===== config.mk =====
export PLATFORM = sky130hd
export DESIGN_NAME = ul_logger
export DESIGN_NICKNAME = d
export VERILOG_FILES = /design/src/rtl/ul_pkg.sv /design/src/rtl/ul_csum.sv /design/src/rtl/ul_interval_timer.sv /design/src/rtl/ul_logger.sv
export SDC_FILE = /design/constraint.sdc
export NUM_CORES = 1
export LEC_CHECK = 0
export BUFFER_PORTS_ARGS = -buffer_cell sky130_fd_sc_hd__buf_2
export CELL_PAD_IN_SITES_DETAIL_PLACEMENT = 1
export CELL_PAD_IN_SITES_GLOBAL_PLACEMENT = 2
export CORE_MARGIN = 4
export CORE_UTILIZATION = 41
export DETAILED_ROUTE_END_ITERATION = 6
export PLACE_DENSITY = 0.93
export RECOVER_POWER = 100
export SLEW_MARGIN = 15
export SYNTH_ARGS = -nofsm -noshare
export SYNTH_HDL_FRONTEND = slang
export SYNTH_SLANG_ARGS = --single-unit

===== constraint.sdc =====
create_clock -name clk -period 7.7 [get_ports clk]
set_clock_uncertainty 0.15 [all_clocks]
set_input_delay 1.54 -clock clk [delete_from_list [all_inputs] [get_ports clk]]
set_output_delay 1.54 -clock clk [all_outputs]
set_load 0.01 [all_outputs]

===== src/rtl/ul_pkg.sv =====
// shared constants and carrier types for the usage logger
package ul_pkg;
  // clock and time base
  localparam int unsigned CLK_PERIOD_NS = 5;
  localparam int unsigned ONE_SEC_NS    = 1_000_000_000;
  localparam int unsigned SEC_CYC       = ONE_SEC_NS / CLK_PERIOD_NS;
  // programmable sampling interval, in seconds
  localparam int unsigned IVL_W         = 12;
  localparam int unsigned IVL_MIN_S     = 4;
  localparam int unsigned IVL_MAX_MIN   = 60;
  localparam int unsigned IVL_MAX_S     = IVL_MAX_MIN * 60;
  // log layout in non-volatile memory, word addressed
  localparam int unsigned ENTRIES       = 750;
  localparam int unsigned MEM_STATES    = 4;
  localparam int unsigned NVM_AW        = 10;
  localparam logic [9:0]  ENTRY_BASE    = 10'h000;
  localparam logic [9:0]  CNT_BASE      = 10'h2EE;
  localparam logic [9:0]  ARM_ADDR      = 10'h2F2;
  localparam int unsigned PAY_W         = 24;
  localparam int unsigned CNT_W         = 24;
  localparam int unsigned CSUM_W        = 8;
  // register offsets on the bus
  localparam logic [7:0]  ADR_CTRL      = 8'h00;
  localparam logic [7:0]  ADR_IVL       = 8'h04;
  localparam logic [7:0]  ADR_THR       = 8'h08;
  localparam logic [7:0]  ADR_STAT      = 8'h0C;
  localparam logic [3:0]  CNT_PAGE      = 4'h1;
  // control fields and reset values
  localparam int unsigned CTRL_EN_BIT   = 0;
  localparam int unsigned CTRL_LVL_BIT  = 1;
  localparam logic [11:0] IVL_RST       = 12'h03C;
  localparam logic [7:0]  THR_RST       = 8'h10;
  // power-up capture of the arm flag
  localparam logic [1:0]  CAP_LAST      = 2'h2;
  localparam logic [1:0]  CAP_DONE      = 2'h3;

  // one short-term sample of the device state
  typedef struct packed {
    logic [3:0] battery;
    logic [5:0] volume_setting;
    logic [1:0] memory;
    logic [2:0] env;
    logic [7:0] ambient;
  } ul_entry_t;

  // one word write toward the log memory
  typedef struct packed {
    logic [9:0]  addr;
    logic [31:0] data;
  } ul_nvm_t;

  typedef enum logic [1:0] {ST_IDLE, ST_ENTRY, ST_COUNT, ST_ARM} ul_state_t;
endpackage


===== src/rtl/ul_csum.sv =====
// checksum over one log word payload and its address
`timescale 1ns/1ps
module ul_csum (
  input  wire logic [23:0] payload,
  input  wire logic [9:0]  addr,
  output logic      [7:0]  csum
);
  // address is folded in so a word landing in the wrong slot fails too
  assign csum = ~(payload[23:16] + payload[15:8] + payload[7:0]
                  + addr[7:0] + {6'h00, addr[9:8]});
endmodule // ul_csum


===== src/rtl/ul_interval_timer.sv =====
// seconds prescaler and programmable sampling tick
`timescale 1ns/1ps
module ul_interval_timer #(
  parameter int unsigned SEC_CYC = ul_pkg::SEC_CYC
) (
  input  wire logic        clk,
  input  wire logic        arst_n,
  input  wire logic        run,
  input  wire logic [11:0] interval,
  output logic             tick
);
  localparam int unsigned PW = $clog2(SEC_CYC);
  localparam logic [PW-1:0] PRE_LAST = PW'(SEC_CYC - 1);

  logic [PW-1:0] pre_q;    // cycles within the current second
  logic [11:0]   sec_q;    // seconds within the current interval
  logic [11:0]   ivl_eff;  // interval forced into its legal span
  logic          sec_hit;  // last cycle of a second
  logic          tick_q;

  // out-of-range settings are clamped rather than refused
  always_comb
  begin
    ivl_eff = interval;
    if (interval < 12'(ul_pkg::IVL_MIN_S))
      ivl_eff = 12'(ul_pkg::IVL_MIN_S);
    else if (interval > 12'(ul_pkg::IVL_MAX_S))
      ivl_eff = 12'(ul_pkg::IVL_MAX_S);
  end

  assign sec_hit = run & (pre_q == PRE_LAST);

  // one-second prescaler, held at zero while logging is off
  always_ff @(posedge clk or negedge arst_n)
  begin
    if (!arst_n)
      pre_q <= '0;
    else if (!run || sec_hit)
      pre_q <= '0;
    else
      pre_q <= pre_q + PW'(1);
  end

  // a shrunk interval ends the current one at the next second boundary (>= compare)
  always_ff @(posedge clk or negedge arst_n)
  begin
    if (!arst_n)
    begin
      sec_q  <= 12'h000;
      tick_q <= 1'b0;
    end
    else
    begin
      tick_q <= 1'b0;
      if (!run)
        sec_q <= 12'h000;
      else if (sec_hit)
      begin
        if (sec_q + 12'h001 >= ivl_eff)
        begin
          sec_q  <= 12'h000;
          tick_q <= 1'b1;
        end
        else
          sec_q <= sec_q + 12'h001;
      end
    end
  end

  assign tick = tick_q;
endmodule // ul_interval_timer


===== src/rtl/ul_logger.sv =====
// usage data logger: sampling, change logging and log memory writes
//
// Summary of operation
// - sample state every 4 s to 60 min
// - keep the log in non-volatile memory
// - enabling takes effect at next power-up
// - short and long-term logs share one interval
// - circular entries hold five state values
// - each interval bumps current memory's counter (the code writes a shadow count that restarts from zero each power-up)
// - room for 750 entries and 4 counters
// - every stored word carries a checksum
// - extra entry on memory, volume, battery change
// - optional entry on large ambient change
//
// Added by the designer: the Wishbone interface to the registers and the address map.
`timescale 1ns/1ps
module ul_logger #(
  parameter int unsigned SEC_CYC = ul_pkg::SEC_CYC,
  parameter int unsigned ENTRIES = ul_pkg::ENTRIES
) (
  input  wire logic              clk,
  input  wire logic              arst_n,
  input  wire logic              wb_cyc_i,
  input  wire logic              wb_stb_i,
  input  wire logic              wb_we_i,
  input  wire logic [31:0]       wb_adr_i,
  input  wire logic [3:0]        wb_sel_i,
  input  wire logic [31:0]       wb_dat_i,
  output logic      [31:0]       wb_dat_o,
  output logic                   wb_ack_o,
  input  wire ul_pkg::ul_entry_t state_i,
  input  wire logic              nvm_arm_i,
  output logic                   nvm_req_o,
  output ul_pkg::ul_nvm_t        nvm_o,
  input  wire logic              nvm_ack_i
);

  localparam logic [9:0] PTR_LAST = 10'(ENTRIES - 1);

  // arm flag read back from the log memory at power-up
  logic       arm_s1_q;   // first sync stage
  logic       arm_s2_q;   // second sync stage
  logic [1:0] cap_cnt_q;  // cycles since reset release
  logic       active_q;   // logging runs this power cycle

  // bus side
  logic        wb_req;
  logic        wb_wr;
  logic        ack_q;
  logic [31:0] rdat_q;
  logic [31:0] rd_mux;
  logic        ctrl_en_q;  // enable requested for next power-up
  logic        lvl_en_q;   // ambient change logging on
  logic [11:0] ivl_q;      // sampling interval in seconds
  logic [7:0]  thr_q;      // ambient change threshold

  // event side
  logic              tick;
  ul_pkg::ul_entry_t snap_q;  // state as last logged
  logic [7:0]        amb_diff;
  logic              chg_state;
  logic              amb_chg;
  logic              ent_pend_q;
  logic              cnt_pend_q;
  logic              arm_pend_q;
  logic              arm_set;

  // log writer
  ul_pkg::ul_state_t st_q;
  ul_pkg::ul_nvm_t   nvm_q;
  logic              req_q;
  logic [9:0]        wptr_q;     // next entry slot
  logic              wrapped_q;  // buffer has been filled once
  logic [ul_pkg::CNT_W-1:0] cnt_q [ul_pkg::MEM_STATES];
  logic [1:0]        cnt_mem_q;  // counter being written
  logic              go_ent;
  logic              go_cnt;
  logic              go_arm;
  logic [23:0]       pay;
  logic [9:0]        pay_addr;
  logic [7:0]        csum;

  // two-stage synchroniser for the arm flag pin
  always_ff @(posedge clk or negedge arst_n)
  begin
    if (!arst_n)
    begin
      arm_s1_q <= 1'b0;
      arm_s2_q <= 1'b0;
    end
    else
    begin
      arm_s1_q <= nvm_arm_i;
      arm_s2_q <= arm_s1_q;
    end
  end

  // catch the arm flag once; a later enable write waits for power-up
  always_ff @(posedge clk or negedge arst_n)
  begin
    if (!arst_n)
    begin
      cap_cnt_q <= 2'h0;
      active_q  <= 1'b0;
    end
    else if (cap_cnt_q != ul_pkg::CAP_DONE)
    begin
      cap_cnt_q <= cap_cnt_q + 2'h1;
      if (cap_cnt_q == ul_pkg::CAP_LAST)
        active_q <= arm_s2_q;
    end
  end

  // classic bus slave: one wait state, writes land on the ack edge
  assign wb_req = wb_cyc_i & wb_stb_i;
  assign wb_wr  = wb_req & wb_we_i & ack_q;

  always_ff @(posedge clk or negedge arst_n)
  begin
    if (!arst_n)
      ack_q <= 1'b0;
    else
      ack_q <= wb_req & ~ack_q;
  end

  // read mux; unmapped offsets read as zero and still ack
  always_comb
  begin
    rd_mux = 32'h0000_0000;
    if (wb_adr_i[7:4] == ul_pkg::CNT_PAGE)
      rd_mux = {8'h00, cnt_q[wb_adr_i[3:2]]};
    else
    begin
      case (wb_adr_i[7:0])
        ul_pkg::ADR_CTRL: rd_mux = {30'h0, lvl_en_q, ctrl_en_q};
        ul_pkg::ADR_IVL:  rd_mux = {20'h0_0000, ivl_q};
        ul_pkg::ADR_THR:  rd_mux = {24'h00_0000, thr_q};
        ul_pkg::ADR_STAT: rd_mux = {6'h00, wptr_q, 13'h0000,
                                    req_q, wrapped_q, active_q};
        default:          rd_mux = 32'h0000_0000;
      endcase
    end
  end

  // read data is latched as ack rises and held while ack is high
  always_ff @(posedge clk or negedge arst_n)
  begin
    if (!arst_n)
      rdat_q <= 32'h0000_0000;
    else if (wb_req & ~ack_q)
      rdat_q <= rd_mux;
  end

  assign wb_ack_o = ack_q;
  assign wb_dat_o = rdat_q;

  // control registers, byte lanes honoured
  always_ff @(posedge clk or negedge arst_n)
  begin
    if (!arst_n)
    begin
      ctrl_en_q <= 1'b0;
      lvl_en_q  <= 1'b0;
      ivl_q     <= ul_pkg::IVL_RST;
      thr_q     <= ul_pkg::THR_RST;
    end
    else if (wb_wr)
    begin
      case (wb_adr_i[7:0])
        ul_pkg::ADR_CTRL:
        begin
          if (wb_sel_i[0])
          begin
            ctrl_en_q <= wb_dat_i[ul_pkg::CTRL_EN_BIT];
            lvl_en_q  <= wb_dat_i[ul_pkg::CTRL_LVL_BIT];
          end
        end
        ul_pkg::ADR_IVL:
        begin
          if (wb_sel_i[0])
            ivl_q[7:0] <= wb_dat_i[7:0];
          if (wb_sel_i[1])
            ivl_q[11:8] <= wb_dat_i[11:8];
        end
        ul_pkg::ADR_THR:
        begin
          if (wb_sel_i[0])
            thr_q <= wb_dat_i[7:0];
        end
        default:
        begin
        end
      endcase
    end
  end

  // any enable write is persisted so the next power-up sees it
  assign arm_set = wb_wr & wb_sel_i[0] & (wb_adr_i[7:0] == ul_pkg::ADR_CTRL);

  // one interval source feeds both logging methods
  ul_interval_timer #(
    .SEC_CYC  (SEC_CYC)
  ) u_timer (
    .clk      (clk),
    .arst_n   (arst_n),
    .run      (active_q),
    .interval (ivl_q),
    .tick     (tick)
  );

  // change detection against the last logged state
  assign chg_state = (state_i.memory != snap_q.memory)
                   | (state_i.volume_setting != snap_q.volume_setting)
                   | (state_i.battery != snap_q.battery);
  assign amb_diff = (state_i.ambient >= snap_q.ambient)
                  ? state_i.ambient - snap_q.ambient
                  : snap_q.ambient - state_i.ambient;
  assign amb_chg = lvl_en_q & (amb_diff > thr_q);

  // pending work; a new tick or enable write beats the clear of its own flag
  always_ff @(posedge clk or negedge arst_n)
  begin
    if (!arst_n)
    begin
      ent_pend_q <= 1'b0;
      cnt_pend_q <= 1'b0;
      arm_pend_q <= 1'b0;
    end
    else
    begin
      // a change seen while launching is already in that entry
      ent_pend_q <= (active_q & (tick | ((chg_state | amb_chg) & ~go_ent)))
                  | (ent_pend_q & ~go_ent);
      cnt_pend_q <= (active_q & tick) | (cnt_pend_q & ~go_cnt);
      arm_pend_q <= arm_set | (arm_pend_q & ~go_arm);
    end
  end

  // launch choice: arm word first, then entry, then counter
  assign go_arm = (st_q == ul_pkg::ST_IDLE) & arm_pend_q;
  assign go_ent = (st_q == ul_pkg::ST_IDLE) & ~arm_pend_q
                & active_q & ent_pend_q;
  assign go_cnt = (st_q == ul_pkg::ST_IDLE) & ~arm_pend_q & ~ent_pend_q
                & active_q & cnt_pend_q;

  // payload and slot of the word about to be written
  always_comb
  begin
    pay      = {1'b0, state_i};
    pay_addr = ul_pkg::ENTRY_BASE + wptr_q;
    if (go_arm)
    begin
      pay      = {23'h00_0000, ctrl_en_q};
      pay_addr = ul_pkg::ARM_ADDR;
    end
    else if (go_cnt)
    begin
      pay      = cnt_q[state_i.memory] + 24'h00_0001;
      pay_addr = ul_pkg::CNT_BASE + {8'h00, state_i.memory};
    end
  end

  ul_csum u_csum (
    .payload (pay),
    .addr    (pay_addr),
    .csum    (csum)
  );

  // writer state machine; request held until the memory acks
  always_ff @(posedge clk or negedge arst_n)
  begin
    if (!arst_n)
    begin
      st_q  <= ul_pkg::ST_IDLE;
      req_q <= 1'b0;
      nvm_q <= '0;
    end
    else
    begin
      case (st_q)
        ul_pkg::ST_IDLE:
        begin
          if (go_arm | go_ent | go_cnt)
          begin
            req_q      <= 1'b1;
            nvm_q.addr <= pay_addr;
            nvm_q.data <= {pay, csum};
            if (go_arm)
              st_q <= ul_pkg::ST_ARM;
            else if (go_ent)
              st_q <= ul_pkg::ST_ENTRY;
            else
              st_q <= ul_pkg::ST_COUNT;
          end
        end
        ul_pkg::ST_ENTRY, ul_pkg::ST_COUNT, ul_pkg::ST_ARM:
        begin
          if (nvm_ack_i)
          begin
            req_q <= 1'b0;
            st_q  <= ul_pkg::ST_IDLE;
          end
        end
        default:
        begin
          req_q <= 1'b0;
          st_q  <= ul_pkg::ST_IDLE;
        end
      endcase
    end
  end

  assign nvm_req_o = req_q;
  assign nvm_o     = nvm_q;

  // snapshot of what the last entry recorded
  always_ff @(posedge clk or negedge arst_n)
  begin
    if (!arst_n)
      snap_q <= '0;
    else if (go_ent)
      snap_q <= state_i;
  end

  // circular pointer; the oldest slot is reused once full
  always_ff @(posedge clk or negedge arst_n)
  begin
    if (!arst_n)
    begin
      wptr_q    <= 10'h000;
      wrapped_q <= 1'b0;
    end
    else if ((st_q == ul_pkg::ST_ENTRY) && nvm_ack_i)
    begin
      if (wptr_q == PTR_LAST)
      begin
        wptr_q    <= 10'h000;
        wrapped_q <= 1'b1;
      end
      else
        wptr_q <= wptr_q + 10'h001;
    end
  end

  // shadow usage counters; they restart from zero each power-up
  always_ff @(posedge clk or negedge arst_n)
  begin
    if (!arst_n)
      cnt_mem_q <= 2'h0;
    else if (go_cnt)
      cnt_mem_q <= state_i.memory;
  end

  for (genvar g = 0; g < ul_pkg::MEM_STATES; g++)
  begin : g_cnt
    always_ff @(posedge clk or negedge arst_n)
    begin
      if (!arst_n)
        cnt_q[g] <= '0;
      else if (go_cnt && (state_i.memory == 2'(g)))
        cnt_q[g] <= cnt_q[g] + 24'h00_0001;
    end
  end
endmodule // ul_logger


# ---- Yosys cells after proc, flatten, opt, wreduce, memory -nomap -nowiden
# Index checks and enable logic that the tools add are counted.
dict set report totals {
  ff_bits 276
  input_bits 98
  out_inout_bits 76
}
dict set report classes {
  n_addsub 16
  order_cmp 7
  eq_ne 20
  mux 31
  bitwise_logic 39
  reduce_logical 19
}
# op n
set ops {}
lappend ops {{$mux W24} 6}
lappend ops {{$add A24 B1 Y24 const B} 5}
lappend ops {{$pmux W26 S4} 1}
lappend ops {{$bmux W24 S2} 2}
lappend ops {{$mux W12} 5}
lappend ops {{$mux W32} 1}
lappend ops {{$mux W10} 3}
lappend ops {{$add A28 B1 Y28 const B} 1}
lappend ops {{$eq A28 B28 Y1 const B} 1}
lappend ops {{$mux W28} 1}
lappend ops {{$add A8 B8 Y8} 3}
lappend ops {{$and A1 B1 Y1} 21}
lappend ops {{$eq A8 B4 Y1 const B} 2}
lappend ops {{$sub A8 B8 Y8} 2}
lappend ops {{$add A12 B1 Y12 const B} 1}
lappend ops {{$ge A12 B12 Y1} 1}
lappend ops {{$gt A12 B12 Y1 const B} 1}
lappend ops {{$lt A12 B3 Y1 const B} 1}
lappend ops {{$reduce_and A3 Y1} 4}
lappend ops {{$add A10 B1 Y10 const B} 1}
lappend ops {{$add A10 B2 Y10 const A} 1}
lappend ops {{$eq A10 B10 Y1 const B} 1}
lappend ops {{$eq A2 B2 Y1 const B} 5}
lappend ops {{$or A1 B1 Y1} 9}
lappend ops {{other kinds (28)} 53}

# ---- Depth between registers and ports, before layout
dict set report logic_depth {
  depth_word 12
  depth_mapped 22
}

# ---- Hierarchy
# From an unflattened synthesis, not the netlist that was laid out.
dict set report hier_totals {
  hier_cells 1584
  area_unflattened_um2 15939.0
}
# module instances cells_per_inst area_each_um2 seq_area_each_um2
set by_module_without_submodules {}
lappend by_module_without_submodules {ul_logger 1 1220 12679.7 5736.8}
lappend by_module_without_submodules {ul_interval_timer 1 268 2496.1 1026.0}
lappend by_module_without_submodules {ul_csum 1 96 763.2 0.0}

# ---- Least setup slack after synthesis
# No wires, ideal clock.
dict set report synth_path {
  path_type {input to register}
  start {input state_i[11] in the netlist's numbering}
  end {register nvm_q, in the netlist nvm_o[7]}
  setup_ps 77
  t_arrival_ps 5821
  required_ps 7473
  setup_slack_ps 1651
  cell_stages 22
  path_cell_list {buf_6 > buf_12 > mux4_1 > ha_1 > and2_1 > nand4_1 > nor3_1 > nand2_1 > xor2_1 > o21ai_0 > fa_1 > inv_1 > fa_1 > inv_1 > ha_1 > nor2b_1 > o21a_1 > o21ai_0 > a21oi_1 > xnor2_1 > xnor3_1 > a21oi_1}
}
dict set report synth_between {
  elab_chain_cells 12
  word_cells_on_any_way 15
}
# element line
set synth_lines {}
lappend synth_lines {{start: declaration} ul_logger.sv:31} ;# input wire ul_pkg::ul_entry_t state_i,
lappend synth_lines {{$not A2 Y3 (not written as such)} ul_logger.sv:258} ;# pay = cnt_q[state_i.memory] + 24'h00_0001;
lappend synth_lines {{$bmux W24 S2} ul_logger.sv:258}
lappend synth_lines {{$mux W24 (not written as such) (2 in a row)} ul_logger.sv:258}
lappend synth_lines {{$add A24 B1 Y24} ul_logger.sv:258}
lappend synth_lines {{$mux W24} ul_logger.sv:256} ;# else if (go_cnt)
lappend synth_lines {{$mux W24} ul_logger.sv:251} ;# if (go_arm)
lappend synth_lines {{net pay[18]} ul_logger.sv:79} ;# logic [23:0] pay;
lappend synth_lines {{$add A8 B8 Y8 (2 in a row)} ul_csum.sv:9} ;# assign csum = ~(payload[23:16] + payload[15:8] + payload[7:0]
lappend synth_lines {{$add A8 B8 Y8} ul_csum.sv:10} ;# + addr[7:0] + {6'h00, addr[9:8]});
lappend synth_lines {{$add A8 B2 Y8} ul_csum.sv:10}
lappend synth_lines {{$not A8 Y8} ul_csum.sv:9}
lappend synth_lines {{end: declaration} ul_logger.sv:70} ;# ul_pkg::ul_nvm_t nvm_q;
# The timed path passes the listed nets, and every way through them passes these cells. The select of a mux whose other input is x is not followed.
# A chain may end at the register's enable or synchronous reset.

# ---- Final worst setup path
dict set report layout_path {
  start {input state_i[12] in the netlist's numbering}
  end {register nvm_q, in the netlist nvm_o[7]}
}
dict set report layout_between {
  elab_chain_cells 12
  word_cells_on_any_way 15
}
# element line
set layout_lines {}
lappend layout_lines {{$not A2 Y3 (not written as such)} ul_logger.sv:258}
lappend layout_lines {{$bmux W24 S2} ul_logger.sv:258}
lappend layout_lines {{$mux W24 (not written as such) (2 in a row)} ul_logger.sv:258}
lappend layout_lines {{$add A24 B1 Y24} ul_logger.sv:258}
lappend layout_lines {{$mux W24} ul_logger.sv:256}
lappend layout_lines {{$mux W24} ul_logger.sv:251}
lappend layout_lines {{$add A8 B8 Y8 (2 in a row)} ul_csum.sv:9}
lappend layout_lines {{$add A8 B8 Y8} ul_csum.sv:10}
lappend layout_lines {{$add A8 B2 Y8 *} ul_csum.sv:10}
lappend layout_lines {{$not A8 Y8 *} ul_csum.sv:9}
# Mark *: on every way between the ends. The rest lies on a longest branch, timed or not. The select of a mux whose other input is x is not followed.

==> flow_summary.json <==
{
  "fin_crit_sh_pct": 85.29,
  "antenna_found_initial": 1,
  "syn2layout_area_growth_pct": 12.31,
  "r2r-start": "active_q$_DFFE_PN0P_",
  "dr_total_vias": 12110,
  "drv_slew": 329,
  "drive_gt1_share_pct": 12.63,
  "crit_path_max_fanout": 32,
  "cp-start-kind": "primary input",
  "r2r-end": "nvm_o[7]$_DFFE_PN0P_",
  "worstHoldStart": "arm_s1_q$_DFF_PN0_",
  "drc": 0,
  "regArea_um2": 6763,
  "vias_per_cell": 5.568,
  "r2r_slack_ns": 1.33,
  "finalCriticalPeriod_ns": 6.568,
  "clk_pin_slew_ns": 0.06,
  "syn-instance-count": 1533,
  "final_util_pct": 46.57,
  "cts_hold_buf": 0,
  "antenna_left": 0,
  "die_h_um": 203.2,
  "grt_pass1_vias": 13150,
  "coreArea_um2": 37670,
  "numPortBuffers": 121,
  "post_cts_resized": 0,
  "post_cts_buffers": 0,
  "grt.total_usage_pct": 22.33,
  "cts_sinks": 270,
  "cellPowerDensity_nw_per_um2": 251.4,
  "yosysWarnings": 0,
  "synth.cell_area_um2": 15620,
  "grt_max_degree": 119,
  "hp-class": "register to register",
  "die_w_um": 203.2,
  "max_slew_margin_pct": -111.4,
  "place_hpwl_mm": 33.70,
  "min_path_cells": 0,
  "synth_top_cell_area_share_pct": 42.46,
  "wire_per_inst_um": 21.24,
  "dr.first_iter.drc_count": 853,
  "hold_viol": 0,
  "p_leak_uw": 0.007978,
  "outcome": "finished, violations left",
  "worstSetupPathType": "primary input to register",
  "ioPinCount": 174,
  "rsz0062_at_grt": "false",
  "synthArstFlopShare_pct": 100.0,
  "cts_tree": "done",
  "yosys.area.top_type": "dfrtp_1",
  "fillers": 4300,
  "critPathCaptureType": "register",
  "totalWireLength_mm": 46.19,
  "gp_congestion": 0.8384,
  "violations": "max-capacitance violations, max-slew violations",
  "grt_overflow": 0,
  "setup_tns_ns": 0,
  "numCtsBuffers": 30,
  "reg2reg_depth": 18,
  "syn_area_per_cell_um2": 10.19,
  "hold_slack_ns": 0.1990,
  "max_freq_mhz": 152.3,
  "fin_nets": 1807,
  "clockBufferDepth": 3,
  "irDropWorstVdd_v": 0.0001593,
  "htree_levels": 1,
  "synth-edff-count": 0,
  "setup_viol_count_final": 0,
  "ys.flop_type": "dfrtp_1",
  "synth_area_leaders": "dfrtp_1 42%, mux4_2 6.5%, xnor2_1 5.8%",
  "rows": 71,
  "initial_core_util_pct": 41.47,
  "min_to": "arm_s2_q$_DFF_PN0_",
  "die_area_um2": 41280,
  "ys_seq_area_share_pct": 43.30,
  "arrival_ns": 6.92,
  "clock_latency_ns": 0.59,
  "synth_cell_type_count": 66,
  "clockRootBuffer": "clkbuf_16",
  "grt_pass1_wl_mm": 73.84,
  "tightestPinTransition_ns": 3.172,
  "critical_path_required_ns": 8.05,
  "multi_input_area_um2": 8277,
  "maxCapViolCount": 5,
  "dr.pass1.iters": 7,
  "ys_ff_latch": 270
}
synthesized netlist by cell type, types with 19 or more instances:
| master | number |
|---|---|
| and3_1 | 40 |
| mux4_2 | 45 |
| dfrtp_1 | 265 |
| mux2_2 | 37 |
| nand2_1 | 217 |
| a21oi_1 | 41 |
| nor2_1 | 118 |
| nand4_1 | 28 |
| xnor2_1 | 104 |
| xor2_1 | 66 |
| inv_1 | 66 |
| nand3_1 | 60 |
| o21ai_0 | 86 |
| ha_1 | 52 |
| clkbuf_1 | 43 |
| nor3_1 | 19 |
worst max-delay path by stage:
stage                      from                   end  cells after the start
CTS                 state_i[11]  nvm_o[7]$_DFFE_PN0P_                     20
detailed placement  state_i[11]  nvm_o[7]$_DFFE_PN0P_                     20
floorplan           state_i[11]  nvm_o[7]$_DFFE_PN0P_                     22
global route        state_i[12]  nvm_o[7]$_DFFE_PN0P_                     21
finish              state_i[12]  nvm_o[7]$_DFFE_PN0P_                     20
global placement    state_i[11]  nvm_o[7]$_DFFE_PN0P_                     21
layout by cell type, fill, tap and decap left out, types with 8 or more instances in the layout:
master | netlist | layout
clkinv_2 | 0 | 8
nor2_1 | 118 | 118
nor4_1 | 8 | 8
a21o_1 | 18 | 18
nand4_1 | 28 | 28
nand3_1 | 60 | 60
a22oi_1 | 18 | 18
nand2_1 | 217 | 217
mux2_2 | 37 | 35
and3_1 | 40 | 40
buf_2 | 5 | 49
xor2_1 | 66 | 66
a21oi_1 | 41 | 41
fa_1 | 18 | 18
inv_1 | 66 | 66
clkbuf_16 | 0 | 30
mux4_2 | 45 | 45
o211ai_1 | 10 | 10
o21ai_0 | 86 | 86
dfrtp_1 | 265 | 265
or2_2 | 11 | 10
a31oi_1 | 10 | 10
nand2b_1 | 9 | 9
nor2b_1 | 14 | 14
and4_1 | 13 | 13
xnor2_1 | 104 | 104
clkbuf_1 | 43 | 83
nor3_1 | 19 | 22
ha_1 | 52 | 52
cell families (layout without fill, tap and decap cells):
kind of cell	count (synthesis)	count (layout)	share of synthesized area, %
muxes	93	93	10.38
xor gates and xnor gates	171	171	9.677
other	1	7	0.02401
buffers and inverters	132	257	3.605
and+or+nand+nor	579	579	18.06
adders and majority gates	70	70	6.473
DFF	270	270	43.30
AOI/OAI and AO/OA	217	217	8.484
area by class of cell:
class                   instances  area share (%)
flip-flops and latches        270           38.55
clock inverters                15          0.9700
inverters                      66           1.412
clock buffers                  41           4.857
well taps                     511           3.645
diodes                          1         0.01427
multi-input cells            1136           47.18
repair buffers                135           3.367
routing by layer:
layer  track usage, %  wire [um]
met5                0          0
met3            3.291       2227
met2            38.12      22520
met4            6.336       1349
met1            29.88      20090
flip-flops by register name, summed over array words and instances (netlist names), 2 cells and up:
signal / cells
ivl_q: 12
cap_cnt_q: 2
cnt_q: 96
thr_q: 8
u_timer.pre_q: 28
wptr_q: 10
nvm_o: 42
snap_q: 20
wb_dat_o: 26
u_timer.sec_q: 12
st_q: 2
power by group:
part | total, uW | internal [uW] | switching (uW) | leakage (uW)
Sequential | 1770 | 1600 | 163 | 0.00352
Clock | 1510 | 875 | 630 | 0.000504
Combinational | 1140 | 473 | 665 | 0.00396
stage by stage:
stage | setup WS (ns) | area, um^2 | power [uW] | instances
after floorplan | 1.651 | 15640 | 2528 | 1538
after global placement | 0.7196 | 16690 | 2893 | 2118
after detailed placement | 0.6011 | 16690 | 2969 | 2118
after CTS | 1.207 | 17710 | 4489 | 2174
after global routing | 0.7340 | 17540 | 4666 | 2174
final | 1.132 | 17540 | 4411 | 2175
critical path: stages:
cell and delay [ns]:
buf_2 0.67, mux4_1 0.36, ha_1 0.22, and2_0 0.23
nand4_1 0.22, or3_1 0.36, nand3_1 0.09, o211ai_1 0.22
fa_1 0.61, inv_1 0.06, fa_1 0.46, fa_1 0.40
a21oi_1 0.17, nor2b_1 0.07, o21a_1 0.17, o21ai_0 0.24
a21oi_1 0.12, xnor2_1 0.28, xnor3_1 0.26, a21oi_1 0.15
(Power assumes the default switching activity.)
